[src/sts3c_poh_tx_map.svh]
// Purpose: Register indexes, field positions, reset values and frame figures
//          for the STS-3c transmit path overhead generator.
// Assumes: Register indexes are word indexes; byte address is four times the index.
// Notes:   Included by the top module and the testbench.
//
// Function
// - First SPE column is nine-byte path overhead
// - ATM cell bytes fill SPE payload positions
// - BIP-8 of each SPE goes into next B3
// - Sent B3 is parity XOR error mask
// - Error mask resets to zero
// - Control byte 0 bit 0 enables path AIS
// - Path AIS forces SPE and pointers all ones
// - No cells or packets sent during AIS
// - RDI from auto, software or external input
// - Auto RDI follows six receive defects
// - RDI type 00 selects automatic insertion
// - Auto RDI code goes to G1 bits 5-7
// - PLM code field bits 3:1 of byte 2
// - Byte 2 bit 0 enables RDI on PLM
// - J1, H4, Z3-Z5 from configuration; C2, F2 from configuration or ext_poh_byte
// - REI sent automatically or by software
// - Software forces pointer and NDF events
// - H4 carries no multiframe content
// - Auto REI reports receive B3 errors
// - PPP packets map into SPE instead of cells
`ifndef STS3C_POH_TX_MAP_SVH
`define STS3C_POH_TX_MAP_SVH

`define POH_IDX_CTRL0 14'h1983
`define POH_IDX_B3_MASK 14'h1997
`define POH_IDX_RDI_CODE2 14'h19c9
`define POH_IDX_RDI_CODE1 14'h19ca
`define POH_IDX_RDI_CODE0 14'h19cb
`define POH_IDX_BYTES_A 14'h19e0
`define POH_IDX_BYTES_B 14'h19e1
`define POH_IDX_FORCE 14'h19e2
`define POH_IDX_STATUS 14'h19e3

`define POH_CTRL0_AIS 0
`define POH_CTRL0_C2_TYPE 2
`define POH_CTRL0_RDI_LSB 3
`define POH_CTRL0_REI_LSB 5
`define POH_CTRL0_F2_TYPE 7
`define POH_CTRL0_RW_MASK 8'hfd

`define POH_FORCE_INC 0
`define POH_FORCE_DEC 1
`define POH_FORCE_NDF 2
`define POH_FORCE_NDF_CONT 3
`define POH_FORCE_PPP 4

`define POH_RST_CTRL0 8'h00
`define POH_RST_B3_MASK 8'h00
`define POH_RST_RDI_CODE 8'h00
`define POH_RST_BYTES_A 32'h00010000
`define POH_RST_BYTES_B 32'h00000000

`define POH_ROWS 9
`define POH_COLS 261
`define POH_FILL_BYTE 8'h00
`define POH_REI_MAX 4'h8

`endif

[src/sts3c_poh_tx_pkg.sv]
// Purpose: Types shared by the STS-3c transmit path overhead generator.
// Assumes: Numeric constants live in sts3c_poh_tx_map.svh.
// Notes:   Defect vector order sets auto RDI priority, bit 0 highest.
`default_nettype none
package sts3c_poh_tx_pkg;

	// Bit 0 is path AIS, the most severe defect
	typedef struct packed {
		logic lcd;
		logic plm;
		logic tim;
		logic uneq;
		logic lop;
		logic ais;
	} rx_defects_t;

	typedef struct packed {
		logic valid;
		logic sof;
		logic poh;
		logic [7:0] data;
	} spe_out_t;

	typedef struct packed {
		logic inc;
		logic dec;
		logic ndf;
	} ptr_cmd_t;

endpackage : sts3c_poh_tx_pkg
`default_nettype wire

[src/sts3c_path_overhead_tx.sv]
// Purpose: STS-3c transmit path overhead generator with APB register access.
// Assumes: One SPE byte per pclk; upstream and receive-side inputs share pclk.
// Notes:   Control, mask and RDI code registers are byte wide in the low bits; bytes A, B and status use the whole APB word.
`timescale 1ns/10ps
`default_nettype none
`include "sts3c_poh_tx_map.svh"

module sts3c_path_overhead_tx #(
	parameter int ROWS = `POH_ROWS,
	parameter int COLS = `POH_COLS
) (
	input wire logic pclk,
	input wire logic presetn,
	input wire logic psel,
	input wire logic penable,
	input wire logic pwrite,
	input wire logic [15:0] paddr,
	input wire logic [31:0] pwdata,
	output logic [31:0] prdata,
	output logic pready,
	output logic pslverr,
	input wire logic [7:0] atm_data,
	input wire logic atm_valid,
	output logic atm_ready,
	input wire logic [7:0] ppp_data,
	input wire logic ppp_valid,
	output logic ppp_ready,
	input wire sts3c_poh_tx_pkg::rx_defects_t rx_defects,
	input wire logic [3:0] rx_b3_err_cnt,
	input wire logic rx_b3_err_stb,
	input wire logic ext_path_overhead_in,
	input wire logic [7:0] ext_poh_byte,
	output sts3c_poh_tx_pkg::spe_out_t spe_out,
	output logic ptr_ais,
	output sts3c_poh_tx_pkg::ptr_cmd_t ptr_cmd
);

	logic [7:0] ctrl0_q;
	logic [7:0] b3_mask_q;
	logic [23:0] rdi_code_q;
	logic [31:0] bytes_a_q;
	logic [31:0] bytes_b_q;
	logic [4:0] force_q;
	logic [2:0] pend_q;
	logic pready_q;
	logic pslverr_q;
	logic [31:0] prdata_q;
	logic ext_sync1_q;
	logic ext_sync2_q;
	logic [3:0] row_q;
	logic [8:0] col_q;
	logic [7:0] acc_q;
	logic [7:0] b3_q;
	logic [3:0] rei_cnt_q;
	logic atm_ready_q;
	logic ppp_ready_q;
	sts3c_poh_tx_pkg::spe_out_t spe_out_q;
	sts3c_poh_tx_pkg::ptr_cmd_t ptr_cmd_q;
	logic ptr_ais_q;

	logic setup;
	logic wr_en;
	logic [13:0] idx;
	logic hit;
	logic [31:0] rd_word;
	logic ais_q;
	logic ais_next;
	logic last_col;
	logic last_row;
	logic frame_end;
	logic sof;
	logic [3:0] row_d;
	logic [8:0] col_d;
	logic [3:0] auto_rdi;
	logic [2:0] rdi_val;
	logic [3:0] rei_val;
	logic [7:0] g1_byte;
	logic [7:0] poh_byte;
	logic [7:0] byte_d;
	logic take_atm;
	logic take_ppp;

	// Highest-priority enabled defect; each defect owns a 4-bit slot {code, enable}
	function automatic logic [3:0] pick_rdi(input logic [5:0] d, input logic [23:0] r);
		logic [3:0] res;
		res = 4'h0;
		for (int i = 5; i >= 0; i--) begin
			if (d[i] && r[4*i]) begin
				res = {1'b1, r[4*i+1 +: 3]};
			end
		end
		return res;
	endfunction : pick_rdi

	function automatic logic wr_hit(input logic [13:0] a, input logic [13:0] b, input logic w);
		return w && (a == b);
	endfunction : wr_hit

	assign pready = pready_q;
	assign pslverr = pslverr_q;
	assign prdata = prdata_q;
	assign atm_ready = atm_ready_q;
	assign ppp_ready = ppp_ready_q;
	assign spe_out = spe_out_q;
	assign ptr_cmd = ptr_cmd_q;
	assign ptr_ais = ptr_ais_q;

	// APB decode; zero wait states, answer registered in the setup cycle
	assign idx = paddr[15:2];
	assign setup = psel && !penable;
	assign wr_en = psel && penable && pready_q && pwrite && !pslverr_q;
	assign ais_q = ctrl0_q[`POH_CTRL0_AIS];
	assign ais_next = wr_hit(idx, `POH_IDX_CTRL0, wr_en) ? pwdata[`POH_CTRL0_AIS] : ais_q;

	always_comb begin
		hit = 1'b1;
		rd_word = 32'h00000000;
		case (idx)
			`POH_IDX_CTRL0: rd_word = {24'h000000, ctrl0_q};
			`POH_IDX_B3_MASK: rd_word = {24'h000000, b3_mask_q};
			`POH_IDX_RDI_CODE2: rd_word = {24'h000000, rdi_code_q[23:16]};
			`POH_IDX_RDI_CODE1: rd_word = {24'h000000, rdi_code_q[15:8]};
			`POH_IDX_RDI_CODE0: rd_word = {24'h000000, rdi_code_q[7:0]};
			`POH_IDX_BYTES_A: rd_word = bytes_a_q;
			`POH_IDX_BYTES_B: rd_word = bytes_b_q;
			`POH_IDX_FORCE: rd_word = {27'h0000000, force_q[4:3], pend_q};
			`POH_IDX_STATUS: rd_word = {5'h00, rdi_val, b3_q, 8'h00, rx_defects, ext_sync2_q, ais_q};
			default: hit = 1'b0;
		endcase
	end

	always_ff @(posedge pclk or negedge presetn) begin
		if (!presetn) begin
			pready_q <= 1'b0;
			pslverr_q <= 1'b0;
			prdata_q <= 32'h00000000;
		end else begin
			pready_q <= setup;
			pslverr_q <= setup && !hit;
			if (setup && !pwrite) begin
				prdata_q <= hit ? rd_word : 32'h00000000;
			end
		end
	end

	always_ff @(posedge pclk or negedge presetn) begin
		if (!presetn) begin
			ctrl0_q <= `POH_RST_CTRL0;
			b3_mask_q <= `POH_RST_B3_MASK;
			rdi_code_q <= {3{`POH_RST_RDI_CODE}};
			bytes_a_q <= `POH_RST_BYTES_A;
			bytes_b_q <= `POH_RST_BYTES_B;
			force_q <= 5'h00;
		end else if (wr_en) begin
			case (idx)
				`POH_IDX_CTRL0: ctrl0_q <= pwdata[7:0] & `POH_CTRL0_RW_MASK;
				`POH_IDX_B3_MASK: b3_mask_q <= pwdata[7:0];
				`POH_IDX_RDI_CODE2: rdi_code_q[23:16] <= pwdata[7:0];
				`POH_IDX_RDI_CODE1: rdi_code_q[15:8] <= pwdata[7:0];
				`POH_IDX_RDI_CODE0: rdi_code_q[7:0] <= pwdata[7:0];
				`POH_IDX_BYTES_A: bytes_a_q <= pwdata;
				`POH_IDX_BYTES_B: bytes_b_q <= pwdata;
				`POH_IDX_FORCE: force_q <= pwdata[4:0];
				default: force_q <= force_q;
			endcase
		end
	end

	// External RDI request is a pin; two flops before use
	always_ff @(posedge pclk or negedge presetn) begin
		if (!presetn) begin
			ext_sync1_q <= 1'b0;
			ext_sync2_q <= 1'b0;
		end else begin
			ext_sync1_q <= ext_path_overhead_in;
			ext_sync2_q <= ext_sync1_q;
		end
	end

	// SPE position: row 0..8, column 0..260; column 0 is path overhead
	assign last_col = (col_q == 9'(COLS - 1));
	assign last_row = (row_q == 4'(ROWS - 1));
	assign frame_end = last_col && last_row;
	assign sof = (row_q == 4'h0) && (col_q == 9'h000);
	assign col_d = last_col ? 9'h000 : col_q + 9'h001;
	assign row_d = !last_col ? row_q : (last_row ? 4'h0 : row_q + 4'h1);

	always_ff @(posedge pclk or negedge presetn) begin
		if (!presetn) begin
			row_q <= 4'h0;
			col_q <= 9'h000;
		end else begin
			row_q <= row_d;
			col_q <= col_d;
		end
	end

	// RDI source: 00 auto, 01 software, 10 external pin gates software code
	always_comb begin
		auto_rdi = pick_rdi(rx_defects, rdi_code_q);
		case (ctrl0_q[`POH_CTRL0_RDI_LSB +: 2])
			2'b00: rdi_val = auto_rdi[2:0];
			2'b10: rdi_val = ext_sync2_q ? bytes_b_q[3:1] : 3'h0;
			default: rdi_val = bytes_b_q[3:1];
		endcase
		rei_val = (ctrl0_q[`POH_CTRL0_REI_LSB +: 2] == 2'b00) ? rei_cnt_q : bytes_b_q[7:4];
		// G1 bits 5-7 in transmission order are the low bits here
		g1_byte = {rei_val, rdi_val, 1'b0};
	end

	always_comb begin
		case (row_q)
			4'h0: poh_byte = bytes_a_q[31:24];
			4'h1: poh_byte = b3_q ^ b3_mask_q;
			4'h2: poh_byte = ctrl0_q[`POH_CTRL0_C2_TYPE] ? ext_poh_byte : bytes_a_q[23:16];
			4'h3: poh_byte = g1_byte;
			4'h4: poh_byte = ctrl0_q[`POH_CTRL0_F2_TYPE] ? ext_poh_byte : bytes_a_q[15:8];
			4'h5: poh_byte = bytes_a_q[7:0];
			4'h6: poh_byte = bytes_b_q[31:24];
			4'h7: poh_byte = bytes_b_q[23:16];
			default: poh_byte = bytes_b_q[15:8];
		endcase
	end

	assign take_atm = atm_ready_q && atm_valid;
	assign take_ppp = ppp_ready_q && ppp_valid;

	always_comb begin
		if (ais_q) begin
			byte_d = 8'hff;
		end else if (col_q == 9'h000) begin
			byte_d = poh_byte;
		end else if (take_atm) begin
			byte_d = atm_data;
		end else if (take_ppp) begin
			byte_d = ppp_data;
		end else begin
			byte_d = `POH_FILL_BYTE;
		end
	end

	// Ready is set a cycle ahead, so only payload slots ever see it high
	always_ff @(posedge pclk or negedge presetn) begin
		if (!presetn) begin
			atm_ready_q <= 1'b0;
			ppp_ready_q <= 1'b0;
		end else begin
			atm_ready_q <= (col_d != 9'h000) && !ais_next && !force_q[`POH_FORCE_PPP];
			ppp_ready_q <= (col_d != 9'h000) && !ais_next && force_q[`POH_FORCE_PPP];
		end
	end

	// Parity runs over the transmitted bytes, mask applied only at insertion
	always_ff @(posedge pclk or negedge presetn) begin
		if (!presetn) begin
			acc_q <= 8'h00;
			b3_q <= 8'h00;
		end else if (frame_end) begin
			acc_q <= 8'h00;
			b3_q <= acc_q ^ byte_d;
		end else begin
			acc_q <= acc_q ^ byte_d;
		end
	end

	// New error count wins over the clear when G1 goes out
	always_ff @(posedge pclk or negedge presetn) begin
		if (!presetn) begin
			rei_cnt_q <= 4'h0;
		end else if (rx_b3_err_stb) begin
			rei_cnt_q <= (rx_b3_err_cnt > `POH_REI_MAX) ? `POH_REI_MAX : rx_b3_err_cnt;
		end else if ((row_q == 4'h3) && (col_q == 9'h000)) begin
			rei_cnt_q <= 4'h0;
		end
	end

	always_ff @(posedge pclk or negedge presetn) begin
		if (!presetn) begin
			spe_out_q <= '0;
			ptr_ais_q <= 1'b0;
		end else begin
			spe_out_q <= '{valid: 1'b1, sof: sof, poh: (col_q == 9'h000), data: byte_d};
			ptr_ais_q <= ais_q;
		end
	end

	// Pointer forces wait for frame start; a write in that cycle is kept
	always_ff @(posedge pclk or negedge presetn) begin
		if (!presetn) begin
			pend_q <= 3'h0;
			ptr_cmd_q <= '0;
		end else begin
			if (sof) begin
				ptr_cmd_q <= '{inc: pend_q[0], dec: pend_q[1] && !pend_q[0],
					ndf: pend_q[2] || force_q[`POH_FORCE_NDF_CONT]};
			end else begin
				ptr_cmd_q <= '0;
			end
			if (wr_hit(idx, `POH_IDX_FORCE, wr_en)) begin
				pend_q <= (sof ? {1'b0, pend_q[1] && pend_q[0], 1'b0} : pend_q) | pwdata[2:0];
			end else if (sof) begin
				pend_q <= {1'b0, pend_q[1] && pend_q[0], 1'b0};
			end
		end
	end

	a_b3_insert: assert property (@(posedge pclk) disable iff (!presetn)
		(row_q == 4'h1 && col_q == 9'h000 && !ais_q)
		|=> spe_out_q.data == ($past(b3_q) ^ $past(b3_mask_q)))
		else $error("B3 byte is not parity xor mask");

	a_b3_parity: assert property (@(posedge pclk) disable iff (!presetn)
		frame_end |=> b3_q == $past(acc_q ^ byte_d))
		else $error("B3 parity not latched at frame end");

	a_ais_ones: assert property (@(posedge pclk) disable iff (!presetn)
		ais_q |=> spe_out_q.data == 8'hff && ptr_ais_q)
		else $error("AIS frame byte not all ones");

	a_ais_no_cells: assert property (@(posedge pclk) disable iff (!presetn)
		$past(ais_next) |-> !atm_ready_q && !ppp_ready_q)
		else $error("Upstream ready during path AIS");

	a_poh_column: assert property (@(posedge pclk) disable iff (!presetn)
		(col_q == 9'h000) |-> !atm_ready_q && !ppp_ready_q ##1 spe_out_q.poh)
		else $error("Overhead column mishandled");

	a_cell_mapped: assert property (@(posedge pclk) disable iff (!presetn)
		(take_atm && !ais_q) |=> spe_out_q.data == $past(atm_data) && !spe_out_q.poh)
		else $error("ATM byte not placed in payload");

	a_rdi_auto: assert property (@(posedge pclk) disable iff (!presetn)
		(row_q == 4'h3 && col_q == 9'h000 && !ais_q && ctrl0_q[4:3] == 2'b00)
		|=> spe_out_q.data[3:1] == $past(auto_rdi[2:0]))
		else $error("G1 RDI bits differ from auto code");

	a_plm_disable: assert property (@(posedge pclk) disable iff (!presetn)
		(rx_defects == 6'b010000 && !rdi_code_q[16]) |-> auto_rdi == 4'h0)
		else $error("PLM raised RDI while disabled");

	a_plm_code: assert property (@(posedge pclk) disable iff (!presetn)
		(rx_defects == 6'b010000 && rdi_code_q[16]) |-> auto_rdi == {1'b1, rdi_code_q[19:17]})
		else $error("PLM RDI code not taken from field");

	a_sof_period: assert property (@(posedge pclk) disable iff (!presetn)
		frame_end |=> sof ##1 spe_out_q.sof)
		else $error("Frame does not restart after last byte");

endmodule : sts3c_path_overhead_tx
`default_nettype wire

[config.mk]
export PLATFORM = sky130hd
export DESIGN_NAME = sts3c_path_overhead_tx
export DESIGN_NICKNAME = d
export VERILOG_FILES = /design/src/sts3c_poh_tx_pkg.sv /design/src/sts3c_path_overhead_tx.sv
export VERILOG_INCLUDE_DIRS = /design/src
export SDC_FILE = /design/constraint.sdc
export NUM_CORES = 1
export LEC_CHECK = 0
export BUFFER_PORTS_ARGS = -buffer_cell sky130_fd_sc_hd__buf_4
export CAP_MARGIN = 40
export CELL_PAD_IN_SITES_DETAIL_PLACEMENT = 0
export CELL_PAD_IN_SITES_GLOBAL_PLACEMENT = 1
export CORE_MARGIN = 2
export CORE_UTILIZATION = 42
export DETAILED_ROUTE_END_ITERATION = 8
export GPL_TIMING_DRIVEN = 0
export PLACE_DENSITY = 0.84
export SYNTH_ARGS = -nofsm -noshare
export SYNTH_HDL_FRONTEND = slang
export SYNTH_SLANG_ARGS = --single-unit
[constraint.sdc]
create_clock -name pclk -period 3 [get_ports pclk]
set_input_delay 0.6 -clock pclk [delete_from_list [all_inputs] [get_ports pclk]]
set_output_delay 0.6 -clock pclk [all_outputs]
set_load 0.1 [all_outputs]
==> run_results.csv <==
group,metric,value,unit
layout,num_antenna_cells,0,
status,outcome,"completed",
pwr,irDropWorstVdd,0.2969,mV
yosys,yosys_warnings,0,
global_route,grt_usage,24.63,%
clock_network,htreeDepth,4,
sta,tns,0,ps
global_route,grt_pass1_vias,7886,
layout,fin_util,51.46,%
yosys,ys_seq_area_share,48.73,%
hold_path,hold_path.class,"in2async",
detailed_routing,dr.pass1.iters,8,
yosys,synthArstFlopShare,100.0,%
worst_setup_path,crit_required,3330,ps
layout,synthToLayoutAreaGrowth,20.86,%
place,dp.final_hpwl,22430,um
clock_network,cts_sinks,194,
worst_setup_path,crit_chain,"inv_1 -> ha_1 -> buf_4 -> or3b_1 -> buf_2 -> o32ai_1 -> a221o_1 -> a2111oi_0 -> o21ai_1 -> mux2i_1",
worst_setup_path,start_kind,"flop",
floorplan,design.die.area,0.02497,sq mm
global_route,grt_max_degree,109,
sta,setup_violations,0,
sta,holdWs,223.0,ps
yosys,syn_avg_cell_area,11.34,sq um
detailed_routing,wl_per_cell,21.88,um
floorplan,start_util,42.58,%
clock_network,clk_pin_slew_worst_paths,70,ps
yosys,synth_top_area_share,48.47,%
sta,maxSlewViolCount,0,
detailed_routing,vias_per_cell,5.891,
detailed_routing,vias,8070,
layout,nFillCells,2149,
pwr,leakage,5.530,nW
worst_setup_path,reg2reg_from,"row_q[0]$_DFFE_PN0N_",
worst_setup_path,regToRegSetupSlack,130,ps
sta,period_needed,2869,ps
yosys,synth-seq-cells,194,
clock_network,tritoncts,"yes",
sta,setup_ws,131.3,ps
yosys,synthCells,879,
detailed_routing,initialDrtViolationCount,757,
sta,max_slew.worst_pin.slew,870.5,ps
yosys,ys_types,80,
floorplan,io_pins,142,
pwr,power_frac_seq,49.7,%
worst_setup_path,arrival,3190,ps
detailed_routing,routed_wirelength,29970,um
worst_setup_path,endpoint_kind,"flop",
worst_setup_path,cp_max_fo,10,
floorplan,std_cell_rows,56,
worst_setup_path,cpLargestDelayFamily,"compound AO/OA/AOI/OAI gates",
detailed_routing,drcViolationCount,0,
sta,skew,6.093,ps
yosys,ys_top_cells_by_count,"dfrtp_1, mux2_2, nand2_1",
layout,drive_gt1_share,34.16,%
layout,nets,1135,
worst_setup_path,crit_slowest_cell,"a2111oi_0",
pwr,power_switching,1.259,mW
clock_network,clockBufferDepth,2,
place,place_ws,160.6,ps
floorplan,core_area,0.02340,sq mm
clock_network,cts_root_buf,"clkbuf_16",
clock_network,numCtsBuffers,17,
clock_network,holdBufCountCts,0,
yosys,synth_enable_flop_cells,0,
worst_setup_path,slowest_delay,760,ps
pwr,pwr_density_cell,439.0,mW/mm^2
job,maxCapViolCount,0,
worst_setup_path,path_class,"reg2reg",
floorplan,die_h,158.0,um
yosys,yosysTopAreaCell,"dfrtp_1",
pwr,p_comb_share,5.8,%
worst_setup_path,reg2reg_depth,10,
worst_setup_path,reg2reg_to,"acc_q[0]$_DFF_PN0_",
clock_network,cts_resized,0,
worst_setup_path,path_buf_inv,3,
floorplan,die_w,158.0,um
yosys,synth.most_common_cell,"dfrtp_1",
clock_network,post-cts-setup-buffers,0,
yosys,synth_area_leaders,"dfrtp_1, mux2_2, a22oi_1, nand2_1, o21ai_0",
place,portBuffers,139,
sta,period_share,95.62,%
yosys,synth_area,0.009965,sq mm
place,gp_congestion,0.8986,
pwr,p_sw_share,23.81,%
sta,clock.fmax,0.3486,GHz
pwr,p_int,4.028,mW
detailed_routing,ant_nets,0,
sta,rsz0062_at_grt,"false",
global_route,antenna_found_initial,0,
pwr,power_frac_clock,44.6,%
global_route,overflow,0,
yosys,postSynth.topFlopCell,"dfrtp_1",
sta,hold_viol_final,0,
global_route,grt_pass1_wl,46340,um
clock_network,clk_latency,440,ps
yosys,syn-num-nets,976,
sta,slew-limit-headroom,40.46,%
registers in the layout, summed over array words and instances, names as in the netlist, 2 cells and up:
register,count
col_q,9
rdi_code_q,24
spe_out,11
ctrl0_q,7
force_q,2
b3_q,8
bytes_a_q,32
ptr_cmd,3
rei_cnt_q,4
row_q,4
b3_mask_q,8
acc_q,8
bytes_b_q,32
prdata,32
pend_q,3
cell usage in the layout, fill, tap and decap left out, drive strengths merged, types with 14 or more instances in the layout:
cell	instances
inv	22
a21oi	30
mux2i	17
mux2	131
nand3	23
dfrtp	193
buf	168
nor3	16
nor2	36
nand2b	14
nand2	78
clkbuf	39
o21ai	50
a22oi	41
area by class of cell:
type                            count  area [sq um]  area share, %
Clock buffer                       19         452.9          3.761
Timing Repair Buffer              140          1079          8.956
Tap cell                          319         399.1          3.314
Sequential cell                   194          4856          40.32
Multi-Input combinational cell    621          4816          39.99
Buffer                             48         232.7          1.932
Clock inverter                     13         147.6          1.226
Inverter                           16         60.06         0.4987
worst register-to-register path, stage by stage (launching register included):
cell and delay (ps):
dfrtp_1 420, inv_1 100, ha_1 210, buf_4 180, or3b_1 160, buf_2 200, o32ai_1 110, a221o_1 280
a2111oi_0 760, o21ai_1 190, mux2i_1 150
power groups by stage:
stage | clock, mW | combinational (mW) | sequential (mW)
after floorplan | 0 | 0.0713 | 2.69
after CTS | 2.37 | 0.305 | 2.63
after global placement | 0 | 0.296 | 2.68
final | 2.36 | 0.304 | 2.63
after detailed placement | 0 | 0.305 | 2.68
after global routing | 2.50 | 0.329 | 2.63
kinds of logic (layout without fill, tap and decap cells):
logic type / Yosys count / after routing / share of synthesized area (%)
buffers and inverters: 64 / 236 / 2.938
AOI/OAI and AO/OA: 220 / 220 / 15.70
DFF: 194 / 194 / 48.73
other: 1 / 1 / 0.03763
muxes: 148 / 148 / 16.51
and+or+nand+nor: 227 / 227 / 13.66
xor gates and xnor gates: 19 / 19 / 1.670
adders and majority gates: 6 / 6 / 0.7534
worst max path at each step:
stage / startpoint / end / slack (ps) / depth (start not counted)
2_1_floorplan: pready$_DFF_PN0_ / rdi_code_q[2]$_DFFE_PN0P_ / 410 / 7
3_3_place_gp: presetn / spe_out[10]$_DFF_PN0_ / 40 / 1
3_5_place_dp: paddr[3] / prdata[0]$_DFFE_PN0P_ / 160 / 7
4_1_cts: row_q[0]$_DFFE_PN0N_ / acc_q[0]$_DFF_PN0_ / 170 / 10
5_1_grt: row_q[1]$_DFFE_PN0N_ / acc_q[2]$_DFF_PN0_ / 20 / 9
6_report: row_q[0]$_DFFE_PN0N_ / acc_q[0]$_DFF_PN0_ / 130 / 10
routing by layer:
| layer | vias up | wire length (um) | GRT usage [%] |
|---|---|---|---|
| met1 | 4060 | 13180 | 34.14 |
| met2 | 335 | 13930 | 38.67 |
| met4 | 0 | 871 | 8.494 |
| met5 | - | 0 | 0 |
| li1 | 3624 | - | - |
| met3 | 51 | 1987 | 4.845 |
per-stage QoR:
step	cells	cell area, sq um	power, mW
2_1_floorplan	879	9965	2.763
3_3_place_gp	1337	11410	2.973
3_5_place_dp	1338	11440	2.982
4_1_cts	1370	12040	5.302
5_1_grt	1370	12040	5.458
6_report	1370	12040	5.287
Note: power is estimated with default switching activity, not from simulation.
